$ cat src/sarrd_pkg.sv
package sarrd_pkg;

  // Clock period of the block in ns
  localparam int CLK_PERIOD_NS = 100;

  // Converter timing figures in ns
  localparam int BUSY_RISE_AMP_NS = 100;
  localparam int BUSY_RISE_BYP_NS = 30;
  localparam int CONV_TIME_AMP_NS = 1550;
  localparam int CONV_TIME_BYP_NS = 660;

  // Longest times round down, never below one cycle
  localparam int BUSY_RISE_AMP_CYC =
    (BUSY_RISE_AMP_NS / CLK_PERIOD_NS < 1) ? 1 : BUSY_RISE_AMP_NS / CLK_PERIOD_NS;
  localparam int BUSY_RISE_BYP_CYC =
    (BUSY_RISE_BYP_NS / CLK_PERIOD_NS < 1) ? 1 : BUSY_RISE_BYP_NS / CLK_PERIOD_NS;
  localparam int CONV_AMP_CYC =
    (CONV_TIME_AMP_NS / CLK_PERIOD_NS < 1) ? 1 : CONV_TIME_AMP_NS / CLK_PERIOD_NS;
  localparam int CONV_BYP_CYC =
    (CONV_TIME_BYP_NS / CLK_PERIOD_NS < 1) ? 1 : CONV_TIME_BYP_NS / CLK_PERIOD_NS;

  // Serial word layout
  localparam int RESULT_W = 14;
  localparam int CHAN_W   = 3;
  localparam int GAIN_W   = 3;
  localparam int WORD_W   = RESULT_W + CHAN_W + GAIN_W;

  // Register byte offsets
  localparam logic [7:0] CTRL_OFS   = 8'h00;
  localparam logic [7:0] STATUS_OFS = 8'h04;
  localparam logic [7:0] RESULT_OFS = 8'h08;

  // Control field positions
  localparam int CTRL_LP_BIT    = 0;
  localparam int CTRL_AMP_BIT   = 1;
  localparam int CTRL_CHAN_LSB  = 2;
  localparam int CTRL_GAIN_LSB  = 5;
  localparam logic [7:0] CTRL_RESET = 8'h00;

  // Status field positions
  localparam int STAT_BUSY_BIT  = 0;
  localparam int STAT_VALID_BIT = 1;
  localparam int STAT_STATE_LSB = 2;
  localparam int STAT_IDX_LSB   = 4;
  localparam int STAT_ACQ_LSB   = 16;

  typedef enum logic [1:0] {
    SARRD_ACQ,
    SARRD_DELAY,
    SARRD_CONV,
    SARRD_READ
  } sarrd_phase_type;

endpackage : sarrd_pkg

$ cat src/sarrd_core.sv
// Functional notes
// - Busy rises within 100ns amp, 30ns bypass; the code takes one 100ns cycle after the synchronised fall in both modes.
// - Conversion ends within 1550ns or 660ns.
// - Channel bits then gain bits, MSB first.
// - Low power: start high time is acquisition.
// - Low power first sample is valid.
// - Busy high whole conversion, drops at end.
// - MSB at busy fall, next bits per rise.
// - Fewer extra edges give fewer indication bits.
`timescale 1ns/1ns
module sarrd_core
  import sarrd_pkg::*;
#(
  parameter int ACQ_CNT_W = 16
) (
  input  wire logic                sys_clk_in,
  input  wire logic                rst_in,
  input  wire logic                conv_start_n_in,
  input  wire logic                ser_clk_in,
  input  wire logic [RESULT_W-1:0] sar_result_in,
  output logic                     busy_out,
  output logic                     ser_data_out,
  output logic                     ser_data_oe_out,
  input  wire logic                wb_cyc_in,
  input  wire logic                wb_stb_in,
  input  wire logic                wb_we_in,
  input  wire logic [7:0]          wb_adr_in,
  input  wire logic [3:0]          wb_sel_in,
  input  wire logic [31:0]         wb_dat_in,
  output logic [31:0]              wb_dat_out,
  output logic                     wb_ack_out
);

  // Acquisition counter must fit status field and hold a useful span
  if (ACQ_CNT_W < 4 || ACQ_CNT_W > 16) begin : g_bad_acq_w
    $error("sarrd_core: ACQ_CNT_W must lie in 4..16");
  end

  typedef struct packed {
    logic                  cs_s1;
    logic                  cs_s2;
    logic                  cs_d;
    logic                  sck_s1;
    logic                  sck_s2;
    logic                  sck_d;
    sarrd_phase_type       phase;
    logic [4:0]            cnt;
    logic [4:0]            idx;
    logic [RESULT_W-1:0]   result;
    logic [CHAN_W+GAIN_W-1:0] ind;
    logic                  amp;
    logic                  busy;
    logic                  sdo;
    logic                  sdo_oe;
    logic [7:0]            ctrl;
    logic                  woken;
    logic                  valid;
    logic [ACQ_CNT_W-1:0]  acq_cnt;
    logic                  ack;
    logic [31:0]           rdat;
  } sarrd_state_type;

  sarrd_state_type st_r;
  sarrd_state_type st_nxt;

  logic             cs_fall;
  logic             cs_rise;
  logic             sck_rise;
  logic             wb_req;
  logic [WORD_W-1:0] word;

  // Edge detection only looks at the second and later sync stages
  assign cs_fall  = st_r.cs_d & ~st_r.cs_s2;
  assign cs_rise  = ~st_r.cs_d & st_r.cs_s2;
  assign sck_rise = ~st_r.sck_d & st_r.sck_s2;
  assign wb_req   = wb_cyc_in & wb_stb_in & ~st_r.ack;
  assign word     = {st_r.result, st_r.ind};

  // Next-state logic for the whole block
  always_comb begin
    st_nxt        = st_r;
    st_nxt.cs_s1  = conv_start_n_in;
    st_nxt.cs_s2  = st_r.cs_s1;
    st_nxt.cs_d   = st_r.cs_s2;
    st_nxt.sck_s1 = ser_clk_in;
    st_nxt.sck_s2 = st_r.sck_s1;
    st_nxt.sck_d  = st_r.sck_s2;
    // Output driver enables while the synchronised start level is low
    st_nxt.sdo_oe = ~st_r.cs_s2;

    // A high start pulse powers up the core, so later samples are good
    if (cs_rise) begin
      st_nxt.woken = 1'b1;
    end

    unique case (st_r.phase)
      SARRD_ACQ: begin
        if (st_r.cs_s2 && st_r.acq_cnt != '1) begin
          st_nxt.acq_cnt = st_r.acq_cnt + 1'b1;
        end
        if (cs_fall) begin
          st_nxt.amp   = st_r.ctrl[CTRL_AMP_BIT];
          st_nxt.ind   = {st_r.ctrl[CTRL_CHAN_LSB +: CHAN_W],
                          st_r.ctrl[CTRL_GAIN_LSB +: GAIN_W]};
          // Low power acquires fully during the high pulse
          st_nxt.valid = st_r.ctrl[CTRL_LP_BIT] | st_r.woken;
          if ((st_r.ctrl[CTRL_AMP_BIT] ? BUSY_RISE_AMP_CYC : BUSY_RISE_BYP_CYC) <= 1) begin
            st_nxt.phase = SARRD_CONV;
            st_nxt.busy  = 1'b1;
            st_nxt.cnt   = st_r.ctrl[CTRL_AMP_BIT] ? 5'(CONV_AMP_CYC) : 5'(CONV_BYP_CYC);
          end else begin
            st_nxt.phase = SARRD_DELAY;
            st_nxt.cnt   = st_r.ctrl[CTRL_AMP_BIT] ? 5'(BUSY_RISE_AMP_CYC - 1)
                                                   : 5'(BUSY_RISE_BYP_CYC - 1);
          end
        end
      end
      SARRD_DELAY: begin
        if (st_r.cnt <= 5'h01) begin
          st_nxt.phase = SARRD_CONV;
          st_nxt.busy  = 1'b1;
          st_nxt.cnt   = st_r.amp ? 5'(CONV_AMP_CYC) : 5'(CONV_BYP_CYC);
        end else begin
          st_nxt.cnt = st_r.cnt - 5'h01;
        end
      end
      SARRD_CONV: begin
        // Serial clock is ignored here; the host keeps it low
        if (st_r.cnt <= 5'h01) begin
          st_nxt.phase  = SARRD_READ;
          st_nxt.busy   = 1'b0;
          st_nxt.result = sar_result_in;
          st_nxt.idx    = 5'h00;
          st_nxt.sdo    = sar_result_in[RESULT_W-1];
        end else begin
          st_nxt.cnt = st_r.cnt - 5'h01;
        end
      end
      SARRD_READ: begin
        if (sck_rise && st_r.idx < 5'(WORD_W)) begin
          st_nxt.idx = st_r.idx + 5'h01;
          // Past the last indication bit the line rests low
          st_nxt.sdo = (st_r.idx + 5'h01 < 5'(WORD_W))
                       ? word[5'(WORD_W - 1) - (st_r.idx + 5'h01)] : 1'b0;
        end
        if (cs_rise) begin
          st_nxt.phase   = SARRD_ACQ;
          st_nxt.acq_cnt = '0;
        end
      end
    endcase

    // Classic Wishbone slave, one wait state, unmapped reads give zero
    st_nxt.ack = wb_req;
    if (wb_req) begin
      st_nxt.rdat = 32'h0000_0000;
      if (wb_we_in) begin
        if (wb_adr_in == CTRL_OFS && wb_sel_in[0]) begin
          st_nxt.ctrl = wb_dat_in[7:0];
        end
      end else begin
        unique case (wb_adr_in)
          CTRL_OFS:   st_nxt.rdat = {24'h00_0000, st_r.ctrl};
          STATUS_OFS: begin
            st_nxt.rdat[STAT_BUSY_BIT]            = st_r.busy;
            st_nxt.rdat[STAT_VALID_BIT]           = st_r.valid;
            st_nxt.rdat[STAT_STATE_LSB +: 2]      = st_r.phase;
            st_nxt.rdat[STAT_IDX_LSB +: 5]        = st_r.idx;
            st_nxt.rdat[STAT_ACQ_LSB +: ACQ_CNT_W] = st_r.acq_cnt;
          end
          RESULT_OFS: st_nxt.rdat = {12'h000, st_r.ind, st_r.result};
          default:    st_nxt.rdat = 32'h0000_0000;
        endcase
      end
    end
  end

  // Single register stage for all state
  always_ff @(posedge sys_clk_in) begin
    if (rst_in) begin
      st_r        <= '0;
      st_r.cs_s1  <= 1'b1;
      st_r.cs_s2  <= 1'b1;
      st_r.cs_d   <= 1'b1;
      st_r.phase  <= SARRD_ACQ;
      st_r.ctrl   <= CTRL_RESET;
    end else begin
      st_r <= st_nxt;
    end
  end

  assign busy_out        = st_r.busy;
  assign ser_data_out    = st_r.sdo;
  assign ser_data_oe_out = st_r.sdo_oe;
  assign wb_dat_out      = st_r.rdat;
  assign wb_ack_out      = st_r.ack;

  // Bounds for the checks below
  localparam int CONV_MAX_CHK = CONV_AMP_CYC;
  localparam int BUSY_MAX_CHK = BUSY_RISE_AMP_CYC;

  logic [4:0] busy_len;
  always_ff @(posedge sys_clk_in) begin
    if (rst_in) begin
      busy_len <= 5'h00;
    end else begin
      busy_len <= busy_out ? busy_len + 5'h01 : 5'h00;
    end
  end
endmodule : sarrd_core

$ cat config.mk
export PLATFORM = sky130hd
export DESIGN_NAME = sarrd_core
export DESIGN_NICKNAME = d
export VERILOG_FILES = /design/src/sarrd_pkg.sv /design/src/sarrd_core.sv
export SDC_FILE = /design/constraint.sdc
export NUM_CORES = 1
export LEC_CHECK = 0
export BUFFER_PORTS_ARGS = -buffer_cell sky130_fd_sc_hd__buf_4
export CAP_MARGIN = 40
export CORE_MARGIN = 4
export CORE_UTILIZATION = 44
export DETAILED_ROUTE_END_ITERATION = 12
export PLACE_DENSITY = 0.72
export SLEW_MARGIN = 20
export SYNTH_ARGS = -nofsm -noshare
export SYNTH_HDL_FRONTEND = slang
export SYNTH_SLANG_ARGS = --single-unit
$ cat constraint.sdc
create_clock -name sys_clk_in -period 6 [get_ports sys_clk_in]
set_input_delay 0.6 -clock sys_clk_in [delete_from_list [all_inputs] [get_ports sys_clk_in]]
set_output_delay 0.6 -clock sys_clk_in [all_outputs]
set_load 0.02 [all_outputs]
---- Word level (Yosys, flattened, before mapping) ----
Cells that the tools add are included.
storage, ports and cells
  register bits ........................... 101
  input port bits ......................... 65
operators by class
  equality and inequality tests ........... 13
  bitwise logic cells ..................... 10
  reduce and logical (&&, ||, !) cells .... 16
  magnitude comparators ................... 4
  add/subtract/negate cells ............... 4
  multiplexer cells ....................... 29
operator list
  kind                                                                   number
  16-bit case mux with 2 select lines                                    2
  16-bit two-way mux                                                     2
  32-bit two-way mux                                                     1
  9-bit case mux with 3 select lines                                     1
  19-bit two-way mux                                                     1
  16-bit by 1-bit adder with 16-bit output, second input constant        1
  16-bit != test, second input constant                                  1
  5-bit two-way mux                                                      3
  5-bit case mux with 3 select lines                                     1
  7-bit two-way mux                                                      2
  2-bit != test, second input constant                                   7
  3-bit AND reduction                                                    4
  5-bit < comparator, second input constant                              2
  5-bit case mux with 2 select lines                                     1
  8-bit by 3-bit equality test with 1-bit output, second input constant  1
  8-bit by 4-bit equality test with 1-bit output, second input constant  1
  8-bit zero test                                                        1
  2-bit two-way mux                                                      4
  4-bit two-way mux                                                      2
  2-bit case mux with 4 select lines                                     1
  4-bit AND reduction                                                    2
  5-bit by 6-bit < comparator with 1-bit output, second input constant   1
  5-bit by 1-bit adder with 5-bit output, second input constant          1
  1-bit bitwise AND                                                      5
  other kinds (16)                                                       28

---- Logic depth before layout (Yosys ltp) ----
Gate-level depths: netlist of the first run.
  word-level depth ........................ 7
  mapped depth ............................ 9
  gate-level depth less buffers ........... 7

---- Worst setup path before layout of the first run ----
No wires, ideal clock.
  path kind ............................... input to register
  start ................................... in wb_adr_in[1]
  end ..................................... reg st_r, in the netlist wb_dat_out[26]
  data required time ...................... 5.930 ns
  data arrival time ....................... 2.119 ns
  setup time .............................. 0.070 ns
  path slack .............................. 3.811 ns
  stages .................................. 7
  path buffers ............................ 2
  cell sequence ........................... or4_1 -> or4_4 -> nor2b_2 -> buf_6 -> buf_12 -> nand2_2 -> a21oi_2
between the ends
  cells in the longest elaborated chain, start to end .. 3
RTL lines
  what                                                                                                                     RTL line           text
  start, declared                                                                                                          sarrd_core.sv:27   input wire logic [7:0] wb_adr_in,
  8-bit by 4-bit equality test with 1-bit output / 8-bit by 3-bit equality test with 1-bit output (equally long branches)  sarrd_core.sv:162  unique case (wb_adr_in)
  16-bit case mux with 2 select lines *                                                                                    sarrd_core.sv:162
  32-bit two-way mux *                                                                                                     sarrd_core.sv:157  if (wb_we_in) begin
  end signal, assigned                                                                                                     sarrd_core.sv:188  st_r <= st_nxt;
  end, declared                                                                                                            sarrd_core.sv:63   sarrd_state_type st_r;
Mark *: on every way between the ends. The rest lies on a longest branch, timed or not.
A chain may end at the register's enable or synchronous reset.

---- Final worst setup path of the first run ----
  start ................................... reg st_r[94] in the netlist's numbering
  end ..................................... reg st_r[41] in the netlist's numbering
between the ends
  cells in the longest elaborated chain, start to end .. 3
RTL lines
  what                                                                         RTL line          text
  2-bit equality test / 2-bit zero test (equally long branches)                sarrd_core.sv:96  unique case (st_r.phase)
  2-bit != test (no source line) / 2-bit nonzero test (equally long branches)  --
  3-bit AND reduction (no source line)                                         --
Several ways; a longest one is shown, not always the timed one.

==> results of run 1 <==
## path summary, 6_finish.rpt
| path | cells after the start | endpoint | start | slack (ns) |
|---|---|---|---|---|
| setup / recovery | 6 | st_r[41] | st_r[94] | 3.54 |
| hold / removal | 2 | st_nxt[99] | conv_start_n_in | 0.41 |
| setup reg to reg | 6 | st_r[41] | st_r[94] | 3.54 |
| hold reg to reg | 1 | st_nxt[98] | st_nxt[99] | 0.42 |
## sequential cells by signal, indices dropped and copies added (netlist names)
| name | flops |
|---|---|
| st_nxt | 4 |
| wb_dat_out | 32 |
| busy_out | 1 |
| st_r | 61 |
| ser_data_out | 1 |
| ser_data_oe_out | 1 |
| wb_ack_out | 1 |
## power groups by stage
stage | Combinational, W | Sequential, W | Clock (W)
after floorplan | 0.000319 | 0.000781 | 0
after global placement | 0.000418 | 0.000788 | 0
after detailed placement | 0.000437 | 0.000791 | 0
after CTS | 0.000440 | 0.000775 | 0.000415
after global routing | 0.000496 | 0.000784 | 0.000443
final | 0.000445 | 0.000776 | 0.000409
## cell type report
type | instances | area, um2
multi-input combinational | 391 | 2410
clock inverter | 7 | 56.3
inverter | 12 | 45.0
clock buffer | 9 | 124
sequential | 101 | 2020
tap | 140 | 175
fill | 1003 | 5340
timing repair buffer | 78 | 613
## cells by family (layout without fill, tap and decap cells)
family / count (synthesis) / count (layout) / share of synthesized area (%)
AOI/OAI and AO/OA: 114 / 114 / 15.4
xor gates and xnor gates: 18 / 18 / 3.25
buffers and inverters: 71 / 106 / 8.56
muxes: 32 / 32 / 7.94
and+or+nand+nor: 218 / 218 / 20.8
DFF: 101 / 101 / 41.7
adders and majority gates: 9 / 9 / 2.32
## per-layer routing
metal	routed length, um	track usage, %
met1	5100	23.5
met5	0	0
met2	4990	26.7
met3	786	4.55
met4	239	7.53
## critical path: stages, from the launching register on
cell       delay, ns
dfxtp_1         0.48
ha_1            0.42
nor2b_1         0.32
o21ai_0         0.28
a2111oi_0       0.62
xnor2_1         0.18
nor2_1          0.05
## Yosys cell counts (all sizes together) (2+ instances only)
| library cell | instances | share of area [%] |
|---|---|---|
| mux2 | 2 | 0.46 |
| a211oi | 2 | 0.31 |
| nand2 | 93 | 7.7 |
| inv | 12 | 0.93 |
| o21ai | 22 | 2.3 |
| dfxtp | 101 | 42 |
| nor2 | 65 | 5.0 |
| and4 | 2 | 0.36 |
| a22oi | 10 | 1.5 |
| mux2i | 25 | 5.2 |
| nor4b | 2 | 0.36 |
| a222oi | 4 | 0.83 |
| or2 | 5 | 0.64 |
| nand4 | 5 | 0.77 |
| nand2b | 3 | 0.39 |
| nand3 | 10 | 1.0 |
| xnor2 | 11 | 2.0 |
| a31oi | 5 | 0.64 |
| and2 | 3 | 0.39 |
| clkbuf | 22 | 1.7 |
| mux4 | 5 | 2.3 |
| or4 | 2 | 0.39 |
| nor4 | 3 | 0.39 |
| o21a | 2 | 0.31 |
| nor2b | 10 | 1.3 |
| nor3 | 7 | 0.83 |
| o211ai | 6 | 0.93 |
| ha | 9 | 2.3 |
| and3 | 2 | 0.26 |
| buf | 37 | 5.9 |
| or3 | 2 | 0.26 |
| xor2 | 7 | 1.3 |
| a21oi | 48 | 5.8 |
| a2111oi | 2 | 0.36 |
| nand4b | 2 | 0.36 |
| o2111ai | 3 | 0.54 |
| nand3b | 2 | 0.31 |
## per-stage QoR
step,hold slack (ns),total power (W)
finish,0.407,0.00163
global route,0.406,0.00172
CTS,0.390,0.00163
detailed placement,0.400,0.00123
global placement,0.398,0.00121
floorplan,0.389,0.00110
==> summary.md, run 1 <==
| Metric | Value |
|---|---|
| DR vias/cell | `5.29` |
| Via count | `3,906` |
| Detail Route Antenna Nets | `0` |
| CTS tree | `yes` |
| Fin util | `slightly above 50%` |
| Clock tree buffer depth | `2` |
| Root buffer cell | `clkbuf_8` |
| Layout Cells excl Fill | `738` |
| Synth unique cells | `58` |
| Final-report hold violation count | `0` |
| Max_cap viols | `0` |
| Starting Density | `45.0%` |
| Sequential share of the synthesized area | `41.7%` |
| Ys async rst share | `0%` |
| Cells after DPL | `721` |
| Maximum VDD drop | `121 uV` |
| Post-synthesis net count | `637` |
| NetSw | `between 0.0005 and 0.0006 W` |
| Setup TNS | `0 ns` |
| DRT iter0 DRCs | `334` |
| Residual DRC count | `0` |
| Sequential share of power | `~48%` |
| Largest net degree at the start of global routing | `55` |
| Die height | `113 um` |
| Number of diodes | `0` |
| Cts repair resizes | `0` |
| H-tree levels | `3` |
| Worst Path Max Fanout | `10` |
| I/O Buffers | `between 70 and 80` |
| First drt pass iteration count | `5` |
| Tcrit/Tclk final | `between 40 and 50%` |
| TritonCTS buffer count | `9` |
| Core footprint | `0.0108 mm2` |
| Number of global-route vias before repair | `3,655` |
| Most frequent cells in the layout | `dfxtp_1 (101), nand2_1 (83), buf_4 (75)` |
| Switching Share | `35.6%` |
| # hold bufs at CTS | `0` |
| Max-slew headroom | `51.4%` |
| Max Slew Vio Count | `0` |
| Antenna violations before repair | `0` |
| Status | `completed` |
| Nature of the critical path endpoint | `register` |
| FP Rows | `38` |
| Layout Nets | `667` |
| Yosys Warn Count | `0` |
| Commonest non-fill, non-tap cell in the layout | `dfxtp_1` |
| Worst Path Arrival | `around 2.7 ns` |
| Fraction of layout cells with a size suffix above 1 | `22.2%` |
| Clock net sink count | `a little over 100` |
| Pre-CTS setup slack | `roughly 3.2 ns` |
| RSZ-0062 raised after global routing | `no` |
| Pleak | `roughly 2.1 nW` |
| GRT Residual Overflow | `0` |
| P&R area growth vs syn | `12.3%` |
| Finished Cell Area | `0.00545 mm2` |
| Cell Area, Synth | `0.00485 mm2` |
| Synthesized instance count | `563` |
| Setup ws final | `3.54 ns` |
| Gr usage total | `between 10% and 20%` |
| Setup violators final | `0` |
| Die Footprint | `approximately 0.013 mm2` |
| First-pass GRT wire length | `~18,000 um` |
| Number of synthesized flops with an enable pin | `0` |
| Worst min-delay path class | `primary input to register` |
| Logic pwr share | `a little over a quarter` |
| Wirelength per Cell | `around 15 um` |
| Critical path launch point type | `register` |
| Critical Path RT | `6.26 ns` |
| Post-DP HPWL | `just over 8000 um` |
| Post-CTS Setup Bufs | `0` |
| GPL Wtd Cong | `0.875` |
| Syn Area/Cell | `8.62 um2` |
| Clock slew at reported path FFs | `between 0.1 and 0.15 ns` |
| Worst-Skew Late Latency | `0.38 ns` |
| Final WL | `11,100 um` |
| Fmax | `407 MHz` |
| Internal power | `0.00105 W` |
| Crit Path Class | `register to register` |
| Yosys reg bits | `between 100 and 150` |
| I/O pin total | `101` |
| Setup Skew | `approximately 0.010 ns` |
| Area after DPL | `0.00526 mm2` |
| Clock Power Share | `25.1%` |
| Die X | `113 um` |
| Tightest Pin Transition | `0.727 ns` |
| Clock period minus worst slack | `2.46 ns` |
| Top_reg_cell synth | `dfxtp_1` |
| P per Cell Area | `299 mW/mm2` |
Note: power is estimated with default switching activity, not from simulation.
==> run 2, diff against run 1 <==
ABC_AREA = 1   (was default)
clock period = 2.4 ns   (was 6 ns; I/O delays follow)
==> run 2 against run 1 <==
  * Setup slack got worse by 3.1 ns
  * Routed wire length rose by 6.3%
  * Die area is 2.3% higher
  * Sequential power grew to 2.6 times the previous value
  * Clock skew up 0.0020 ns
  * Register-to-register slack worse by 3.1 ns
  * Global-route usage grew 1.2 points
  * Total power grew to 2.8 times the previous value
  * Via count increased by 16%
  * Sequential cell count is the same
  * Utilization grew 1.6 points
  * Combinational power grew to 2.7 times the previous value
==> summary.md, run 2 <==
| Metric | Value |
|---|---|
| Status | `completed` |
| Largest Register | `st_r` |
| Tightest Pin Transition | `0.671 ns (-0.0561 ns)` |
| Max-slew headroom | `54.9% (+3.5 points)` |
| Design Power | `0.00463 W (+180%)` |
| Cells after DPL | `872 (+21%)` |
| Worst-Skew Late Latency | `0.34 ns (-0.04 ns)` |
| GRT Residual Overflow | `0 (unchanged)` |
| Clock tree buffer depth | `2 (unchanged)` |
| Final-report hold violation count | `0 (unchanged)` |
| Worst Path Max Fanout | `9 (-1)` |
| I/O pin total | `101 (unchanged)` |
| Largest net degree at the start of global routing | `59 (+7.3%)` |
| RR Startpoint | `st_r[33]` |
| Worst min-delay path class | `primary input to register` |
| Commonest cells in the synthesized netlist | `nand2_1 (190), dfxtp_1 (101), a21oi_1 (88), nor2_1 (59), inv_1 (58)` |
| Worst R2R Path Depth | `9 (+3)` |
| Max Slew Vio Count | `0 (unchanged)` |
| Multi-input logic area | `0.00234 mm2 (-3.0%)` |
| Fraction of layout cells with a size suffix above 1 | `15.6% (-6.6 points)` |
| RSZ-0062 raised after global routing | `no` |
| Fmax | `503 MHz (+24%)` |
| Number of global-route vias before repair | `4,258 (+16%)` |
| Antenna violations before repair | `0 (unchanged)` |
| Post-CTS Setup Bufs | `0 (unchanged)` |
| Wirelength per Cell | `13.3 um (-12%)` |
| Via count | `4,519 (+16%)` |
| Number of diodes | `0 (unchanged)` |
| Starting Density | `45.5% (+0.53 points)` |
| Tcrit/Tclk final | `82.8% (+42 points)` |
| Synthesized instance count | `707 (+26%)` |
| Setup TNS | `0 ns (unchanged)` |
| TritonCTS buffer count | `9 (unchanged)` |
| Crit Path Class | `register to register` |
| FP Rows | `38 (unchanged)` |
| Pre-CTS setup slack | `0.444 ns (-2.78 ns)` |
| Layout Cells excl Fill | `888 (+20%)` |
| Commonest non-fill, non-tap cell in the layout | `nand2_1` |
| First-pass GRT wire length | `20,000 um (+8.9%)` |
| Top_reg_cell synth | `dfxtp_1` |
| CTS tree | `yes` |
| Die height | `114 um (+1.2%)` |
| Reg area | `0.00202 mm2 (unchanged)` |
| Residual DRC count | `0 (unchanged)` |
| Setup ws final | `0.414 ns (-3.13 ns)` |
| Setup violators final | `0 (unchanged)` |
| Synth top area share | `40.6% (-1.0 points)` |
| GPL Wtd Cong | `0.886 (+1.2%)` |
| Core footprint | `0.0109 mm2 (+1.3%)` |
| Critical path launch point type | `register` |
| Cell with the most instances after synthesis | `nand2_1` |
| Synth unique cells | `37 (-36%)` |
| First drt pass iteration count | `4 (-1)` |
| DR vias/cell | `5.09 (-3.8%)` |
| # hold bufs at CTS | `0 (unchanged)` |
| Detail Route Antenna Nets | `0 (unchanged)` |
| Clock period minus worst slack | `1.99 ns (-0.474 ns)` |
| HP Start | `conv_start_n_in` |
| Maximum VDD drop | `469 uV (+290%)` |
| Syn Area/Cell | `7.04 um2 (-18%)` |
| Die X | `114 um (+1.2%)` |
| Post-synthesis net count | `781 (+23%)` |
| Number of synthesized flops with an enable pin | `0 (unchanged)` |
| Yosys Warn Count | `0 (unchanged)` |
| Layout Nets | `817 (+22%)` |
| Cts repair resizes | `0 (unchanged)` |
| Root buffer cell | `clkbuf_16` |
| Reg2reg end | `st_r[38]` |
| P per Cell Area | `813 mW/mm2 (+170%)` |
| Clock net sink count | `101 (unchanged)` |
| H-tree levels | `3 (unchanged)` |
| Die Footprint | `0.0131 mm2 (+2.3%)` |
| Ys async rst share | `0% (unchanged)` |
| I/O Buffers | `73 (unchanged)` |
| Critical Path RT | `2.66 ns (-3.60 ns)` |
| Max_cap viols | `0 (unchanged)` |
| Worst Path Arrival | `2.25 ns (-0.47 ns)` |
| Clock slew at reported path FFs | `0.08 ns (-0.03 ns)` |
| Hold path depth | `2 (unchanged)` |
| Setup Skew | `0.0119 ns (+0.00197 ns)` |
| Pleak | `2.34 nW (+9.5%)` |
| Fillers | `1,073 (+7.0%)` |
| Cell Area, Synth | `0.00497 mm2 (+2.5%)` |
| Fin util | `52.1% (+1.6 points)` |
| Worst hold endpoint | `st_nxt[99]` |
| P&R area growth vs syn | `14.4%` |
| Yosys reg bits | `101 (unchanged)` |
| Final WL | `11,800 um (+6.3%)` |
| Post-DP HPWL | `8770 um (+7.7%)` |
| Synth top area cells | `dfxtp_1 (41%), nand2_1 (14%), a21oi_1 (8.9%)` |
| Nature of the critical path endpoint | `register` |
| Sequential share of the synthesized area | `40.6% (-1.0 points)` |
| Reg2Reg Setup Slack | `0.41 ns (-3.13 ns)` |
| Most frequent cells in the layout | `nand2_1 (190), dfxtp_1 (101), a21oi_1 (88)` |
| Gr usage total | `18.7% (+1.2 points)` |
| Largest register FFs | `61 (unchanged)` |
| DRT iter0 DRCs | `267 (-20%)` |
| Area leader, netlist | `dfxtp_1` |
==> run 2: changes by cell type after synthesis, moves of 7 or more <==
cell and change:
a21oi_1 +51, a21oi_2 -9, buf_2 +7, clkbuf_1 -7, inv_1 +46, mux2i_1 -25, nand2_1 +107, nand2_2 -9
nand3_1 +30, nor2b_1 -9, o21ai_0 +22
==> run 2: routing by layer <==
metal | track usage, % | wire (um)
met3 | 2.48 | 650
met2 | 30.3 | 5330
met5 | 0 | 0
met1 | 25.9 | 5650
met4 | 5.94 | 172
==> run 2: kinds of logic after synthesis <==
| group | share of synthesized area (%) |
|---|---|
| simple gates | 26.2 |
| compound gates | 15.4 |
| buf+inv | 12.3 |
| flops | 40.6 |
| xor+xnor | 3.17 |
| fa+ha+maj | 2.26 |
==> run 2: final cells by class <==
| cell class | count | share of cell area (%) |
|---|---|---|
| clock buffer | 9 | 3.96 |
| sequential | 101 | 35.5 |
| timing repair buffer | 86 | 11.3 |
| multi-input combinational | 485 | 41.1 |
| clock inverter | 7 | 1.01 |
| tap | 140 | 3.08 |
| inverter | 60 | 3.96 |
==> run 2: worst max path at each step <==
stage | start | slack (ns) | depth (start not counted) | endpoint
floorplan | st_r[33] | 0.83 | 10 | st_r[38]
global placement | st_r[33] | 0.54 | 9 | st_r[48]
detailed placement | st_r[33] | 0.44 | 9 | st_r[48]
CTS | st_r[33] | 0.42 | 9 | st_r[38]
global route | st_r[33] | 0.26 | 9 | st_r[37]
finish | st_r[33] | 0.41 | 9 | st_r[38]
==> run 2: worst max-delay path: stages, from the launching register on <==
cell and delay [ns]:
dfxtp_1 0.45, ha_1 0.24, and3_1 0.27, nand4_1 0.16, nand3_1 0.13, nand2_1 0.08, nand2_2 0.18, buf_4 0.20
nand2_1 0.06, a21oi_1 0.15
==> run 2: power by group <==
| group | leakage [nW] | internal, W | switching (W) | total, W |
|---|---|---|---|---|
| registers | 0.819 | 0.00187 | 0.000162 | 0.00204 |
| clock network | 0.134 | 0.000718 | 0.000665 | 0.00138 |
| logic | 1.39 | 0.000412 | 0.000795 | 0.00121 |
| total | 2.34 | 0.00300 | 0.00162 | 0.00463 |
==> run 2: per-stage QoR <==
step | cell area [um2] | hold WS [ns]
6_report | 5690 | 0.0848
5_1_grt | 5690 | 0.0865
4_1_cts | 5690 | 0.0777
2_1_floorplan | 4970 | 0.344
3_3_place_gp | 5410 | 0.392
3_5_place_dp | 5410 | 0.398
==> run 3, diff against run 2 <==
clock period = 2 ns   (was 2.4 ns; I/O delays follow)
==> run 3 against run 2 <==
  * Fmax increased by 12%
  * Final cell count increased by 0.56%
  * Worst hold slack got worse by 0.043 ns
  * Critical endpoint is now st_r[91]
  * Largest power group unchanged
  * Total power increased by 23%
  * Via count decreased by 0.82%
  * Setup slack got worse by 0.19 ns
==> summary.md, run 3 (synthesis gave the netlist of run 2 again) <==
| Metric | Value |
|---|---|
| TritonCTS buffer count | `9 (unchanged)` |
| First drt pass iteration count | `4 (unchanged)` |
| P&R area growth vs syn | `15.9%` |
| Setup Skew | `0.0132 ns (+0.00125 ns)` |
| GRT Residual Overflow | `0 (unchanged)` |
| Critical Path RT | `2.27 ns (-0.39 ns)` |
| Fraction of layout cells with a size suffix above 1 | `16.5% (+0.83 points)` |
| Max_cap viols | `0 (unchanged)` |
| Crit Path Class | `register to register` |
| Number of global-route vias before repair | `4,026 (-5.4%)` |
| Die X | `114 um (unchanged)` |
| Detail Route Antenna Nets | `0 (unchanged)` |
| Worst-Skew Late Latency | `0.35 ns (about the same)` |
| Nature of the critical path endpoint | `register` |
| I/O Buffers | `73 (unchanged)` |
| Root buffer cell | `clkbuf_16` |
| Layout Cells excl Fill | `893 (+0.56%)` |
| Final-report hold violation count | `0 (unchanged)` |
| Wirelength per Cell | `13.2 um (-0.63%)` |
| Worst Path Arrival | `2.05 ns (-0.20 ns)` |
| Worst min-delay path class | `primary input to register` |
| CTS tree | `yes` |
| Antenna violations before repair | `0 (unchanged)` |
| Fmax | `563 MHz (+12%)` |
| HP Start | `conv_start_n_in` |
| DR vias/cell | `5.02 (-1.4%)` |
| DRT iter0 DRCs | `294 (+10%)` |
| Cells after DPL | `877 (+0.57%)` |
| Critical path launch point type | `register` |
| Worst Path Max Fanout | `7 (-2)` |
| Starting Density | `45.5% (unchanged)` |
| Die height | `114 um (unchanged)` |
| Die Footprint | `0.0131 mm2 (unchanged)` |
| Setup ws final | `0.222 ns (-0.191 ns)` |
| Layout Nets | `822 (+0.61%)` |
| Clock tree buffer depth | `2 (unchanged)` |
| Final WL | `11,800 um (about the same)` |
| Tcrit/Tclk final | `88.9% (+6.1 points)` |
| Maximum VDD drop | `641 uV (+37%)` |
| Clock period minus worst slack | `1.78 ns (-0.209 ns)` |
| Post-DP HPWL | `8750 um (-0.18%)` |
| Crit. Startpoint | `st_r[89]` |
| H-tree levels | `3 (unchanged)` |
| Setup violators final | `0 (unchanged)` |
| Gr usage total | `18.5% (-0.20 points)` |
| Residual DRC count | `0 (unchanged)` |
| CP Cell Sequence | `inv_1 -> ha_1 -> o21bai_1 -> nand2_1 -> inv_1 -> nand2_1 -> nand2_1 -> inv_1 -> o21ai_0 -> a21oi_1` |
| Post-CTS Setup Bufs | `0 (unchanged)` |
| Cts repair resizes | `0 (unchanged)` |
| Max Slew Vio Count | `0 (unchanged)` |
| Pre-CTS setup slack | `0.205 ns (-0.239 ns)` |
| RR Startpoint | `st_r[89]` |
| First-pass GRT wire length | `19,400 um (-3.1%)` |
| Max-slew headroom | `75.2% (+20 points)` |
| Via count | `4,482 (-0.82%)` |
| Core footprint | `0.0109 mm2 (unchanged)` |
| Worst path max stage delay | `0.37 ns (-0.08 ns)` |
| Largest Register | `st_r` |
| # hold bufs at CTS | `0 (unchanged)` |
| Pleak | `2.39 nW (+1.9%)` |
| FP Rows | `38 (unchanged)` |
| Largest net degree at the start of global routing | `43 (-27%)` |
| Largest register FFs | `61 (unchanged)` |
| Fin util | `52.7% (+0.65 points)` |
| Clock slew at reported path FFs | `0.07 ns (about the same)` |
| I/O pin total | `101 (unchanged)` |
| Most frequent cells in the layout | `nand2_1 (190), dfxtp_1 (100), buf_4 (90)` |
| P per Cell Area | `991 mW/mm2 (+22%)` |
| Fillers | `1,068 (-0.47%)` |
| Tightest Pin Transition | `0.370 ns (-0.301 ns)` |
| Status | `completed` |
| Critical-path top delay cell | `dfxtp_1` |
| Clock net sink count | `101 (unchanged)` |
| GPL Wtd Cong | `0.937 (+5.8%)` |
| Number of diodes | `0 (unchanged)` |
| Commonest non-fill, non-tap cell in the layout | `nand2_1` |
==> run 3: changes by cell type in the layout (fill, tap and decap cells not counted), sizes merged <==
| cell | before | now |
|---|---|---|
| clkbuf | 9 | 10 |
| inv | 62 | 61 |
| clkinvlp | 2 | 1 |
| bufinv | 0 | 1 |
| buf | 86 | 91 |
==> run 3: path summary, 6_finish.rpt <==
kind,endpoint,slack (ns),cells after the start
max reg2reg,st_r[91],0.22,10
min reg2reg,st_nxt[95],0.40,2
max,st_r[91],0.22,10
min,st_nxt[99],0.04,2
==> run 3: layout make-up <==
cell class	count	area (um2)	share of cell area [%]
Multi-Input combinational cell	485	2350	40.7
Clock buffer	10	239	4.15
Timing Repair Buffer	91	687	11.9
Sequential cell	101	2020	35.1
Inverter	60	225	3.91
Clock inverter	6	68.8	1.19
Tap cell	140	175	3.04
==> run 3: report_power, final <==
part | switching [W] | internal [W] | total (W)
registers | 0.000162 | 0.00225 | 0.00241
logic | 0.000966 | 0.000524 | 0.00149
clock network | 0.000795 | 0.00101 | 0.00181
total | 0.00192 | 0.00379 | 0.00571
==> run 3: worst max-delay path, delay by kind of cell, from the launching register on <==
kind	cells	cell delay (ns)
adders and majority gates	1	0.17
and+or+nand+nor	3	0.42
buffers and inverters	3	0.35
AOI/OAI and AO/OA	3	0.41
DFF	1	0.37
==> run 3: through the flow <==
step                      TNS (ns)  hold WS [ns]  total power, W  instance area, um2
final                            0        0.0417         0.00571                5760
after global routing      -0.00301        0.0297         0.00607                5760
after CTS                        0        0.0252         0.00572                5760
after detailed placement         0         0.389         0.00392                5450
after global placement           0         0.386         0.00385                5450
after floorplan                  0         0.304         0.00353                4970
==> run 3: per-layer routing <==
layer	vias to the layer above	track usage, %	part of all wire [%]
li1	2326	-	-
met1	2017	26.3	48
met2	125	28.0	44
met3	14	3.81	5.8
met4	0	6.33	1.5
met5	-	0	0
